## src/icc_pkg.sv

```systemverilog
// constants and types for the four-channel incremental counter block
// assumes a 100 MHz system clock; the count clock is an enable derived from it
package icc_pkg;
  localparam int NUM_CH          = 4;
  localparam int SAMPLE_W        = 16;  // signed input level in millivolts
  localparam int PERIOD_W        = 24;
  localparam int POS_W           = 32;
  // clock rates; the count enable is a fractional divide of the system clock
  localparam int CLK_FREQ_MHZ    = 100;
  localparam int CNT_FREQ_MHZ    = 32;
  localparam int ACC_W           = 8;
  localparam logic [ACC_W-1:0] ACC_STEP  = ACC_W'(CNT_FREQ_MHZ);
  localparam logic [ACC_W-1:0] ACC_WRAP  = ACC_W'(CLK_FREQ_MHZ);
  // detector threshold and hysteresis in millivolts
  localparam int DET_THRESHOLD_MV   = 1500;
  localparam int DETECTOR_HYSTERESIS_MV = 500;
  localparam logic signed [SAMPLE_W-1:0] DET_RISE_MV =
    SAMPLE_W'(DET_THRESHOLD_MV + DETECTOR_HYSTERESIS_MV / 2);
  localparam logic signed [SAMPLE_W-1:0] DET_FALL_MV =
    SAMPLE_W'(DET_THRESHOLD_MV - DETECTOR_HYSTERESIS_MV / 2);
  // reset values, count steps and the period saturation limit
  localparam logic [PERIOD_W-1:0] PERIOD_RST = 24'h000000;
  localparam logic [PERIOD_W-1:0] PERIOD_MAX = 24'hffffff;
  localparam logic [POS_W-1:0]    POS_RST    = 32'h00000000;
  localparam logic [POS_W-1:0]    POS_ONE    = 32'h00000001;
  localparam logic [POS_W-1:0]    POS_MINUS1 = 32'hffffffff;
  localparam logic [PERIOD_W-1:0] PERIOD_ONE = 24'h000001;
  // gate of the counters after a measurement start
  typedef enum logic [1:0] {GATE_IDLE, GATE_WAIT_INDEX, GATE_RUN} icc_gate_t;
endpackage

```

## src/icc_counter.sv

```systemverilog
// four-channel incremental counter: detectors, synchronisers, count gate,
// period timing on the primary track and quadrature direction
// assumes track and index levels arrive as signed millivolt samples on clock
`timescale 1ns/100ps
////////////////////////////////////////////////////////////////////////////////
// Behaviour
// - counters wait for index rise unless index-free
// - index start armed only by a run rise; run drop cancels it
// - quadrature phase gives direction on dual tracks
// - direction only in dual-track encoder type
// - timing uses primary track edges only
// - single-track types: no sign, primary only
// - per-channel interval counter at 32 MHz
// - sample tick only latches results for readout
// - detector hysteresis about threshold, half each side
// - threshold 1.5 V, hysteresis 0.5 V fixed
// - index uses first channel detector settings
// - open index settles high, no edge
// - one index acts on all four channels
////////////////////////////////////////////////////////////////////////////////
module icc_counter
  import icc_pkg::*;
(
  // clock and reset
  input  wire logic                                   clock,
  input  wire logic                                   arst_n,
  // analog track samples, primary and secondary per channel
  input  wire logic [NUM_CH-1:0][SAMPLE_W-1:0]        trk_pri_mv,
  input  wire logic [NUM_CH-1:0][SAMPLE_W-1:0]        trk_sec_mv,
  // index input and its presence
  input  wire logic [SAMPLE_W-1:0]                    index_mv,
  input  wire logic                                   index_present,
  // configuration
  input  wire logic                                   index_free_mode,
  input  wire logic [NUM_CH-1:0]                      dual_track,
  // measurement control
  input  wire logic                                   meas_run,
  input  wire logic                                   sample_tick,
  // results, refreshed on each sample tick; counting_q follows the gate every clock
  output logic      [NUM_CH-1:0][PERIOD_W-1:0]        period_q,
  output logic      [NUM_CH-1:0][POS_W-1:0]           position_q,
  output logic      [NUM_CH-1:0]                      dir_down_q,
  output logic      [NUM_CH-1:0]                      dir_valid_q,
  output logic                                        counting_q
);

  ////////////////////////////////////////////////////////////////////////////
  // count clock enable, 32 MHz average from 100 MHz by phase accumulation
  logic [ACC_W-1:0] acc_q;
  logic             cnt_en_q;

  // fractional divide keeps one clock; jitter of one system cycle is traded for it
  always_ff @(posedge clock or negedge arst_n) begin
    if (!arst_n) begin
      acc_q    <= '0;
      cnt_en_q <= 1'b0;
    end else if (acc_q + ACC_STEP >= ACC_WRAP) begin
      acc_q    <= ACC_W'(acc_q + ACC_STEP - ACC_WRAP);
      cnt_en_q <= 1'b1;
    end else begin
      acc_q    <= ACC_W'(acc_q + ACC_STEP);
      cnt_en_q <= 1'b0;
    end
  end

  ////////////////////////////////////////////////////////////////////////////
  // detectors with hysteresis; index shares channel 0 thresholds
  localparam int NDET = 2 * NUM_CH + 1;
  // index stages reset to the idle high level, else reset itself looks like an index rise
  localparam logic [NDET-1:0] SYNC_RST = {1'b1, {(NDET-1){1'b0}}};
  logic [NDET-1:0][SAMPLE_W-1:0] det_in;
  logic [NDET-1:0]               det_q;
  logic [NDET-1:0]               s1_q;
  logic [NDET-1:0]               s2_q;
  logic [NDET-1:0]               s3_q;
  logic [NDET-1:0]               sync_q;

  // inputs gathered: primaries, secondaries, then the index
  always_comb begin
    for (int i = 0; i < NUM_CH; i++) begin
      det_in[i]          = trk_pri_mv[i];
      det_in[NUM_CH + i] = trk_sec_mv[i];
    end
    det_in[NDET-1] = index_mv;
  end

  genvar d;
  generate
    for (d = 0; d < NDET; d++) begin : g_det
      // schmitt action: rise above upper, fall below lower
      always_ff @(posedge clock or negedge arst_n) begin
        if (!arst_n) begin
          det_q[d] <= (d == NDET - 1); // index idles high
        end else if (d == NDET - 1 && !index_present) begin
          det_q[d] <= 1'b1;
        end else if ($signed(det_in[d]) > DET_RISE_MV) begin
          det_q[d] <= 1'b1;
        end else if ($signed(det_in[d]) < DET_FALL_MV) begin
          det_q[d] <= 1'b0;
        end
      end
    end
  endgenerate

  // synchroniser; a change counts once the second and third stages agree
  always_ff @(posedge clock or negedge arst_n) begin
    if (!arst_n) begin
      s1_q   <= SYNC_RST;
      s2_q   <= SYNC_RST;
      s3_q   <= SYNC_RST;
      sync_q <= SYNC_RST;
    end else begin
      s1_q <= det_q;
      s2_q <= s1_q;
      s3_q <= s2_q;
      for (int i = 0; i < NDET; i++) begin
        if (s2_q[i] == s3_q[i]) begin
          sync_q[i] <= s3_q[i];
        end
      end
    end
  end

  ////////////////////////////////////////////////////////////////////////////
  // samples at the count clock rate for edge finding
  logic [NDET-1:0] cs_q;
  logic [NDET-1:0] cs_prev_q;

  always_ff @(posedge clock or negedge arst_n) begin
    if (!arst_n) begin
      cs_q      <= SYNC_RST;
      cs_prev_q <= SYNC_RST;
    end else if (cnt_en_q) begin
      cs_q      <= sync_q;
      cs_prev_q <= cs_q;
    end
  end

  logic index_rise;
  assign index_rise = cnt_en_q && cs_q[NDET-1] && !cs_prev_q[NDET-1];

  ////////////////////////////////////////////////////////////////////////////
  // count gate common to all channels
  icc_gate_t gate_q;
  logic      run_prev_q;

  always_ff @(posedge clock or negedge arst_n) begin
    if (!arst_n) begin
      gate_q     <= GATE_IDLE;
      run_prev_q <= 1'b0;
    end else begin
      run_prev_q <= meas_run;
      unique case (gate_q)
        GATE_IDLE: begin
          if (meas_run && !run_prev_q) begin
            gate_q <= index_free_mode ? GATE_RUN : GATE_WAIT_INDEX;
          end
        end
        GATE_WAIT_INDEX: begin
          if (!meas_run) begin
            gate_q <= GATE_IDLE;
          end else if (index_rise) begin
            gate_q <= GATE_RUN;
          end
        end
        GATE_RUN: begin
          if (!meas_run) begin
            gate_q <= GATE_IDLE;
          end
        end
      endcase
    end
  end

  logic counting;
  assign counting = (gate_q == GATE_RUN);

  always_ff @(posedge clock or negedge arst_n) begin
    if (!arst_n) begin
      counting_q <= 1'b0;
    end else begin
      counting_q <= counting;
    end
  end

  ////////////////////////////////////////////////////////////////////////////
  // per-channel timing, position and direction
  genvar c;
  generate
    for (c = 0; c < NUM_CH; c++) begin : g_ch
      logic [PERIOD_W-1:0] tick_cnt_q;
      logic [PERIOD_W-1:0] last_period_q;
      logic [POS_W-1:0]    pos_q;
      logic                down_q;
      logic                seen_edge_q;
      logic                pri_rise;

      // only the primary track starts and stops an interval
      assign pri_rise = cnt_en_q && cs_q[c] && !cs_prev_q[c];

      always_ff @(posedge clock or negedge arst_n) begin
        if (!arst_n) begin
          tick_cnt_q    <= PERIOD_RST;
          last_period_q <= PERIOD_RST;
          seen_edge_q   <= 1'b0;
        end else if (!counting) begin
          tick_cnt_q    <= PERIOD_RST; // held in reset until gate opens
          last_period_q <= PERIOD_RST;
          seen_edge_q   <= 1'b0;
        end else if (pri_rise) begin
          tick_cnt_q  <= PERIOD_ONE;
          seen_edge_q <= 1'b1;
          if (seen_edge_q) begin
            last_period_q <= tick_cnt_q;
          end
        end else if (cnt_en_q && tick_cnt_q != PERIOD_MAX) begin
          tick_cnt_q <= PERIOD_W'(tick_cnt_q + PERIOD_ONE); // saturates on stall
        end
      end

      // b low at a rising a means a leads b by a quarter period
      always_ff @(posedge clock or negedge arst_n) begin
        if (!arst_n) begin
          pos_q  <= POS_RST;
          down_q <= 1'b0;
        end else if (!counting) begin
          pos_q  <= POS_RST;
          down_q <= 1'b0;
        end else if (pri_rise) begin
          if (dual_track[c]) begin
            down_q <= cs_q[NUM_CH + c];
            pos_q  <= POS_W'(pos_q + (cs_q[NUM_CH + c] ? POS_MINUS1 : POS_ONE));
          end else begin
            down_q <= 1'b0;
            pos_q  <= POS_W'(pos_q + POS_ONE);
          end
        end
      end

      // readout at the user rate; inputs are not sampled by it
      always_ff @(posedge clock or negedge arst_n) begin
        if (!arst_n) begin
          period_q[c]    <= PERIOD_RST;
          position_q[c]  <= POS_RST;
          dir_down_q[c]  <= 1'b0;
          dir_valid_q[c] <= 1'b0;
        end else if (sample_tick) begin
          period_q[c]    <= last_period_q;
          position_q[c]  <= pos_q;
          dir_down_q[c]  <= down_q && dual_track[c] && counting;
          dir_valid_q[c] <= dual_track[c] && counting;
        end
      end
    end
  endgenerate

endmodule

```

## config.mk

```make
export PLATFORM = sky130hd
export DESIGN_NAME = icc_counter
export DESIGN_NICKNAME = d
export VERILOG_FILES = /design/src/icc_pkg.sv /design/src/icc_counter.sv
export SDC_FILE = /design/constraint.sdc
export NUM_CORES = 1
export LEC_CHECK = 0
export BUFFER_PORTS_ARGS = -buffer_cell sky130_fd_sc_hd__buf_4
export CAP_MARGIN = 20
export CORE_MARGIN = 8
export CORE_UTILIZATION = 45
export CTS_BUF_LIST = sky130_fd_sc_hd__clkbuf_4 sky130_fd_sc_hd__clkbuf_8
export CTS_CLUSTER_DIAMETER = 120
export CTS_CLUSTER_SIZE = 40
export DETAILED_ROUTE_END_ITERATION = 8
export PLACE_DENSITY = 0.74
export SLEW_MARGIN = 20
export SYNTH_ARGS = -nofsm -noshare
export SYNTH_HDL_FRONTEND = slang
export SYNTH_SLANG_ARGS = --single-unit
```

## constraint.sdc

```tcl
create_clock -name clock -period 11.8 [get_ports clock]
set_input_delay 1.18 -clock clock [delete_from_list [all_inputs] [get_ports clock]]
set_output_delay 1.18 -clock clock [all_outputs]
set_load 0.02 [all_outputs]
```

; Word-level counts from Yosys, hierarchy flattened
; Cells that the tools add are included.
; W data, S select, Z words.
[totals]
input_bits = 154
word_cells = 262
ff_bits = 636
output_inout_bits = 233
[classes]
muxes = 87
n_lt_le_gt_ge = 19
n_eq_ne = 31
n_reduce_logical = 47
add_sub_neg = 14
[ops]
columns = cell, count
row1 = $mux W24, 24
row2 = $mux W32, 16
row3 = $gt A16 B12 Y1 const B, 9
row4 = $lt A16 B12 Y1 const B, 9
row5 = $add A32 B1 Y32 const B, 4
row6 = $add A32 B32 Y32, 4
row7 = $add A24 B1 Y24 const B, 4
row8 = $ne A24 B24 Y1 const B, 4
row9 = $mux W1, 40
row10 = $logic_and A1 B1 Y1, 27
row11 = $ne A2 B1 Y1 const B, 8
row12 = $reduce_bool A2 Y1, 8
row13 = $ne A3 B1 Y1 const B, 5
row14 = $mux W2, 5
row15 = $eq A1 B1 Y1, 9
row16 = $add A8 B6 Y8 const B, 1
row17 = $ge A8 B7 Y1 const B, 1
row18 = $mux W8, 1
row19 = $reduce_and A2 Y1, 4
row20 = $sub A8 B7 Y8 const B, 1
row21 = $logic_not A1 Y1, 6
row22 = $pmux W2 S3, 1
row23 = $ne A2 B2 Y1 const B, 2
row24 = $ne A3 B3 Y1 const B, 1
row25 = 4 further kinds, 4

; Depth between registers and ports, before layout
; Gate-level depths: netlist (run 1).
[logic_depth]
ltp_word = 5
mapped_depth = 15
ltp_nobuf = 11

; Worst setup path before layout (run 1)
; OpenSTA, ideal clock, no wires.
[synth_timing]
path_type = input port to flip-flop
start = input port dual_track[1]
end = register g_ch[1].pos_q[26]
setup_ns = 0.132
stages = 15
setup_slack_ns = 7.284
required_time_ns = 11.668
arrival_time_ns = 4.384
n_path_buf = 5
path_cell_list = nand2_1 > clkbuf_1 > buf_1 > clkbuf_1 > buf_1 > xnor2_1 > ha_1 > clkbuf_1 > nand3_1 > nor4_1 > a31oi_1 > a2111oi_0 > mux2i_1 > xnor2_1 > nor2_1
[synth_via]
elab_chain_len = 3
[synth_lines]
columns = item, line
row1 = "start, declared", icc_counter.sv:35  ; input wire logic [NUM_CH-1:0] dual_track,
row2 = $mux W32, icc_counter.sv:230  ; if (dual_track[c]) begin
row3 = $mux W32, icc_counter.sv:229  ; end else if (pri_rise) begin
row4 = $mux W32, icc_counter.sv:226  ; end else if (!counting) begin
row5 = "end signal, assigned", icc_counter.sv:232  ; pos_q <= POS_W'(pos_q + (cs_q[NUM_CH + c] ? POS_MINUS1 : POS_ONE));
row6 = "end signal, assigned", icc_counter.sv:235  ; pos_q <= POS_W'(pos_q + POS_ONE);
row7 = "end, declared", icc_counter.sv:193  ; logic [POS_W-1:0] pos_q;
; No other way between the ends. The select of a mux whose other input is x is not followed.
; A chain may end at the register's enable or synchronous reset.

; Final worst setup path (run 1)
[layout_timing]
start = input port dual_track[2]
end = register g_ch[2].pos_q[28]
[layout_via]
elab_chain_len = 3
[layout_lines]
columns = item, line
row1 = $mux W32, icc_counter.sv:230
row2 = $mux W32, icc_counter.sv:229
row3 = $mux W32, icc_counter.sv:226
row4 = "end signal, assigned", icc_counter.sv:232
row5 = "end signal, assigned", icc_counter.sv:235
row6 = "end, declared", icc_counter.sv:193
; No other way between the ends. The select of a mux whose other input is x is not followed.

==> results.toml, run 1 <==
[power_and_ir_drop]
p_total_uw = 3938
powerDensity_nw_per_um2 = 110.8
vdd_drop_max_uv = 107.4
power_leakage_uw = 0.01594

[setup_path]
cp.arrival_ps = 4610
max_stage_delay_ps = 470
crit_fanout = 42
required_ps = 12390
critical-path-slowest-cell = "or4_1"
crit_path_end_kind = "flip-flop"
path_class = "in2reg"
crit_path_cell_trace = "buf_4 > nand2_1 > buf_4 > inv_2 > xnor2_1 > ha_1 > or4_1 > o21ai_0 > a21oi_1 > a31oi_1 > o21ai_0 > or4_1 > o311ai_0"
worst_setup_path_start_kind = "input pin"

[logic_synthesis]
synth_common_cells = "dfrtp_1 (623), nand2_1 (386), nor2_1 (319)"
ys_seq_area_share_pct = 49.87
postSynthAreaPerCell_um2 = 9.729
synthCells = 3251
yosysUniqueCellTypes = 80
synth-main-ff-cell = "dfrtp_1"
syn-cell-area_um2 = 31630
yosysTopAreaCell = "dfrtp_1"
yosysTopAreaCellShare_pct = 49.29
async_flop_share_pct = 100.0
synth_most_common_cell = "dfrtp_1"
ys_warn_count = 0
ys_seq_elements = 630
ys_top_cells_by_area = "dfrtp_1 (49%), mux2_2 (8.4%), nand2_1 (4.6%)"
synth_edf_count = 0
synthesis.nets = 3428

[final_layout]
fin_area_um2 = 35540
nets = 3636
syn_to_final_growth_pct = 12.35
layout-drive-gt1-share_pct = 20.73

[route]
drtAntennaViolNets = 0
wire_per_inst_um = 19.03
via_per_inst = 5.717
drcViolationCount = 0
vias = 25220
wl_um = 83960
dr.pass1.iters = 8
drt_iter0_markers = 1920

[timing]
setup_viol = 0
slew_headroom_pct = 34.19
fin_hold_ws_ps = 367.9
worst_slew_pin_slew_ps = 987.1
drv_slew = 0
fin_setup_tns_ps = 0
period_minus_slack_ps = 4015
rsz0062_at_grt = "false"
hold_viol_final = 0
max_freq_mhz = 249.1
finalCritPeriodShare_pct = 34.02
clock_skew_ps = 42.71

[global_route]
grt_max_degree = 162
grt-ovfl-total = 0
grt_antenna_before_repair = 2
first_global_vias = 24520
grt_use_total_pct = 20.51
grt_pass1_wl_um = 134800

[floorplanning]
die_w_um = 281.1
die_area_um2 = 79030
coreArea_um2 = 69790
die_h_um = 281.1
start_util_pct = 45.32
rows = 97
io_pins = 387

[place]
port_buffers = 386
place_congestion = 0.9211
dpl.hpwl_um = 59330
dpl_cell_area_um2 = 35100

[clock_tree]
cts_tree = "built"
cts.path.max_buffers = 3
holdBufCountCts = 0
insertion_delay_ps = 710
cts-buffers-inserted = 20
h-tree-depth = 1
cts_resized = 0
clk_pin_slew_worst_paths_ps = 220
ctsRootBufferMaster = "clkbuf_8"
postCtsSetupRepairBufs = 0
cts_sinks = 630

[worst_hold_path]
holdCritPathClass = "reg2reg"

[job]
maxCapViolCount = 0

[status]
status = "completed"
==> path summary, 6_finish.rpt <==
kind	startpoint	endpoint	slack, ps	cells past startpoint
max in group asynchronous	arst_n	g_ch[1].last_period_q[10]	9290	3
worst max register to register	cs_q[6]	g_ch[2].pos_q[28]	7870	12
worst min register to register	s1_q[7]	s2_q[7]	370	0
worst max-delay path	dual_track[2]	g_ch[2].pos_q[28]	7790	13
worst min-delay path	s1_q[7]	s2_q[7]	370	0
min in group asynchronous	arst_n	g_ch[3].tick_cnt_q[16]	450	1
==> cell usage in the layout (no fill, tap or decap), types with 12 or more instances in the layout <==
cell type	Yosys	layout
ha_1	23	22
nor2_1	319	318
or3_1	52	52
inv_1	49	48
xor2_1	80	80
nand2_1	386	386
nor3_1	77	77
and4_1	20	20
and2_1	28	28
a21oi_1	225	225
xnor2_1	100	100
mux2i_1	48	48
o211ai_1	13	13
clkbuf_8	0	21
or2_2	12	12
mux2_2	236	236
nor4_1	59	59
and3_1	58	58
o21ai_0	86	86
a31oi_1	32	32
or4_1	39	39
nand2b_1	21	21
nand3_1	138	138
nand4_1	72	72
dfrtp_1	623	622
buf_4	0	407
==> metal layers <==
| metal | part of all wire, % | GRT usage (%) | up-vias |
|---|---|---|---|
| li1 | - | - | 11930 |
| met1 | 44 | 28.07 | 12470 |
| met2 | 48 | 34.68 | 731 |
| met3 | 5.8 | 2.872 | 82 |
| met4 | 1.6 | 4.221 | 0 |
| met5 | 0 | 0 | - |
==> final cells by class <==
cell class / count / area, µm²
clock inverters: 7 / 111.4
well taps: 940 / 1176
multi-input cells: 2345 / 14830
repair buffers: 411 / 3126
inverters: 51 / 196.4
diodes: 3 / 7.507
flip-flops and latches: 630 / 15780
fillers: 6446 / 34250
clock buffers: 24 / 311.5
==> per-stage QoR <==
stage / worst slack (ps) / utilization (%) / instances
floorplan: 7284 / - / 3251
global placement: 7207 / 50.30 / 4377
detailed placement: 7144 / 50.30 / 4377
CTS: 7912 / 50.91 / 4408
global route: 7478 / 50.92 / 4410
finish: 7785 / 50.92 / 4411
==> critical path: cells and delay by family <==
kind            cells  cell delay, ps
buf+inv             3             940
fa+ha+maj           1             280
xor+xnor            1             230
compound gates      5             950
simple gates        3            1000
==> cells by family (layout without fill, tap and decap cells) <==
kind of cell | count (synthesis) | count (layout) | synth area share (%)
buf+inv | 276 | 493 | 3.287
mux | 284 | 284 | 9.921
other cells | 0 | 3 | 0
flops | 630 | 630 | 49.87
simple gates | 1336 | 1336 | 20.66
xor+xnor | 180 | 180 | 4.984
fa+ha+maj | 32 | 32 | 1.195
compound gates | 513 | 513 | 10.08
==> registers in the layout, indices dropped and copies added (netlist names) <==
register,cells
sync_q,9
s2_q,9
g_ch.pos_q,128
g_ch.seen_edge_q,4
g_ch.last_period_q,96
counting_q,1
run_prev_q,1
g_ch.tick_cnt_q,96
cs_prev_q,5
s1_q,9
period_q,96
cnt_en_q,1
s3_q,9
g_ch.down_q,4
det_q,9
gate_q,2
dir_down_q,4
acc_q,6
dir_valid_q,4
position_q,128
cs_q,9
==> report_power, final <==
group	switching, µW	leakage (µW)	internal, µW
logic	524	0.00709	225
clock network	653	0.000220	228
registers	80.1	0.00864	2230
total	1260	0.0159	2680
Power figures use the tool's default switching activity.
==> run 2, diff against run 1 <==
==> constraint.sdc (replaced) <==
create_clock -name clock -period 4 [get_ports clock]
set_input_delay 0.4 -clock clock [delete_from_list [all_inputs] [get_ports clock]]
set_output_delay 0.4 -clock clock [all_outputs]
set_load 0.02 [all_outputs]
==> run 2 against run 1 <==
  * Worst hold slack got worse by 290 ps
  * Sequential power rose to 2.9 times the previous value
  * Power grew to 2.9 times the previous value
  * Via count is 0.52% higher
  * Clock power grew to 2.8 times the previous value
  * Clock skew is 66 ps higher
  * Utilization increased by 0.63 points
  * Combinational power grew to 3.1 times the previous value
  * Largest power group unchanged
==> results.toml, run 2 (synthesized netlist as in run 1, its figures left out) <==
[setup_path]
path_class = "reg2reg"
crit_fanout = 14
crit_path_end_kind = "flip-flop"
required_ps = 4590
worst_setup_path_start_kind = "flip-flop"
cp.arrival_ps = 3760

[route]
drcViolationCount = 0
via_per_inst = 5.692
drt_iter0_markers = 2035
vias = 25350
dr.pass1.iters = 6
drtAntennaViolNets = 0
wire_per_inst_um = 18.99
wl_um = 84590

[final_layout]
syn_to_final_growth_pct = 13.73
layout_common_cells = "dfrtp_1 (622), buf_4 (418), nand2_1 (386), nor2_1 (319), mux2_2 (236)"
layout_commonest_cell = "dfrtp_1"
layout-drive-gt1-share_pct = 20.97
largestRegisters = "g_ch.pos_q (128), position_q (128)"
fin_cells = 4454
fin_area_um2 = 35970
nets = 3678

[clock_tree]
cts.path.max_buffers = 3
clk_pin_slew_worst_paths_ps = 220
ctsRootBufferMaster = "clkbuf_8"
cts_sinks = 630
insertion_delay_ps = 710
cts-buffers-inserted = 21
cts_resized = 0
cts_tree = "built"
h-tree-depth = 1

[floorplanning]
io_pins = 387
rows = 97
die_area_um2 = 79030
start_util_pct = 45.32
coreArea_um2 = 69790
die_w_um = 281.1
die_h_um = 281.1

[place]
place_congestion = 0.9186
dpl.hpwl_um = 60230
place_inst = 4394
dpl_cell_area_um2 = 35310
port_buffers = 386

[worst_hold_path]
holdCritPathClass = "in2reg"

[global_route]
first_global_vias = 25200
grt_use_total_pct = 20.90
grt-ovfl-total = 0
grt_max_degree = 99
grt_pass1_wl_um = 137500
grt_antenna_before_repair = 1

[timing]
clock_skew_ps = 109.1
fin_setup_tns_ps = 0
period_minus_slack_ps = 3177
max_freq_mhz = 314.7
setup_viol = 0
finalCritPeriodShare_pct = 79.44
rsz0062_at_grt = "false"
drv_slew = 0
slew_headroom_pct = 30.10
hold_viol_final = 0
worst_slew_pin_slew_ps = 1044

[status]
status = "completed"

[power_and_ir_drop]
vdd_drop_max_uv = 264.5
p_total_uw = 11620
power_leakage_uw = 0.01614
powerDensity_nw_per_um2 = 322.9

[job]
maxCapViolCount = 0
[run 2: changes by cell type in the layout (fill, tap and decap cells not counted), moves of 2 or more]
cell / before / now
dlygate4sd3_1: 0 / 24
buf_12: 2 / 8
inv_8: 3 / 1
bufinv_16: 2 / 0
buf_4: 407 / 418
[run 2: per-stage QoR]
| step | utilization, % | worst slack [ps] | hold WS, ps |
|---|---|---|---|
| final | 51.55 | 822.6 | 76.79 |
| after global routing | 51.54 | 537.1 | 21.95 |
| after CTS | 51.53 | 832.6 | 5.793 |
| after detailed placement | 50.59 | 743.6 | 336.3 |
| after global placement | 50.59 | 810.6 | 333.0 |
| after floorplan | - | 257.8 | 104.4 |
[run 2: path summary, 6_finish.rpt]
kind	startpoint	end	slack [ps]	depth (start not counted)
max in group asynchronous	arst_n	g_ch[1].last_period_q[1]	2570	3
min in group asynchronous	arst_n	s3_q[7]	310	2
worst max register to register	cs_q[5]	g_ch[1].pos_q[26]	820	10
worst min-delay path	dual_track[2]	dir_valid_q[2]	80	3
worst min register to register	s1_q[5]	s2_q[5]	360	0
worst max-delay path	cs_q[5]	g_ch[1].pos_q[26]	820	10
[run 2: repair_timing]
action                                  CTS  global route
setup buffers                             0             0
endpoints found under the setup margin    0             0
hold buffers                             24             0
endpoints found under the hold margin   100             0
[run 2: routing by layer]
| metal | track usage [%] | share of wire [%] | vias up | wire length [µm] |
|---|---|---|---|---|
| met5 | 0 | 0 | - | 0 |
| met4 | 5.226 | 2.1 | 0 | 1754 |
| met3 | 2.971 | 5.7 | 93 | 4791 |
| met2 | 35.27 | 49 | 769 | 41300 |
| met1 | 28.23 | 43 | 12480 | 36740 |
| li1 | - | - | 12010 | - |
[run 2: where the power goes]
group / total (µW) / switching (µW) / internal (µW) / leakage (µW)
combinational: 2300 / 1580 / 725 / 0.00730
sequential: 6800 / 233 / 6570 / 0.00864
clock: 2510 / 1930 / 578 / 0.000210
[run 2: area by class of cell]
class / instances / area (µm²)
fillers: 6302 / 33810
flip-flops and latches: 630 / 15780
multi-input cells: 2345 / 14830
repair buffers: 452 / 3568
well taps: 940 / 1176
clock buffers: 25 / 319.1
inverters: 51 / 196.4
clock inverters: 7 / 98.84
diodes: 4 / 10.01
[run 2: worst max-delay path, stage by stage, from the launching register on]
cell	delay (ps)
dfrtp_1	470
nand2_1	300
xnor2_1	260
ha_1	360
nand3_1	120
nor4_1	390
a31oi_1	170
a2111oi_0	530
mux2i_1	270
xnor2_1	140
nor2_1	50
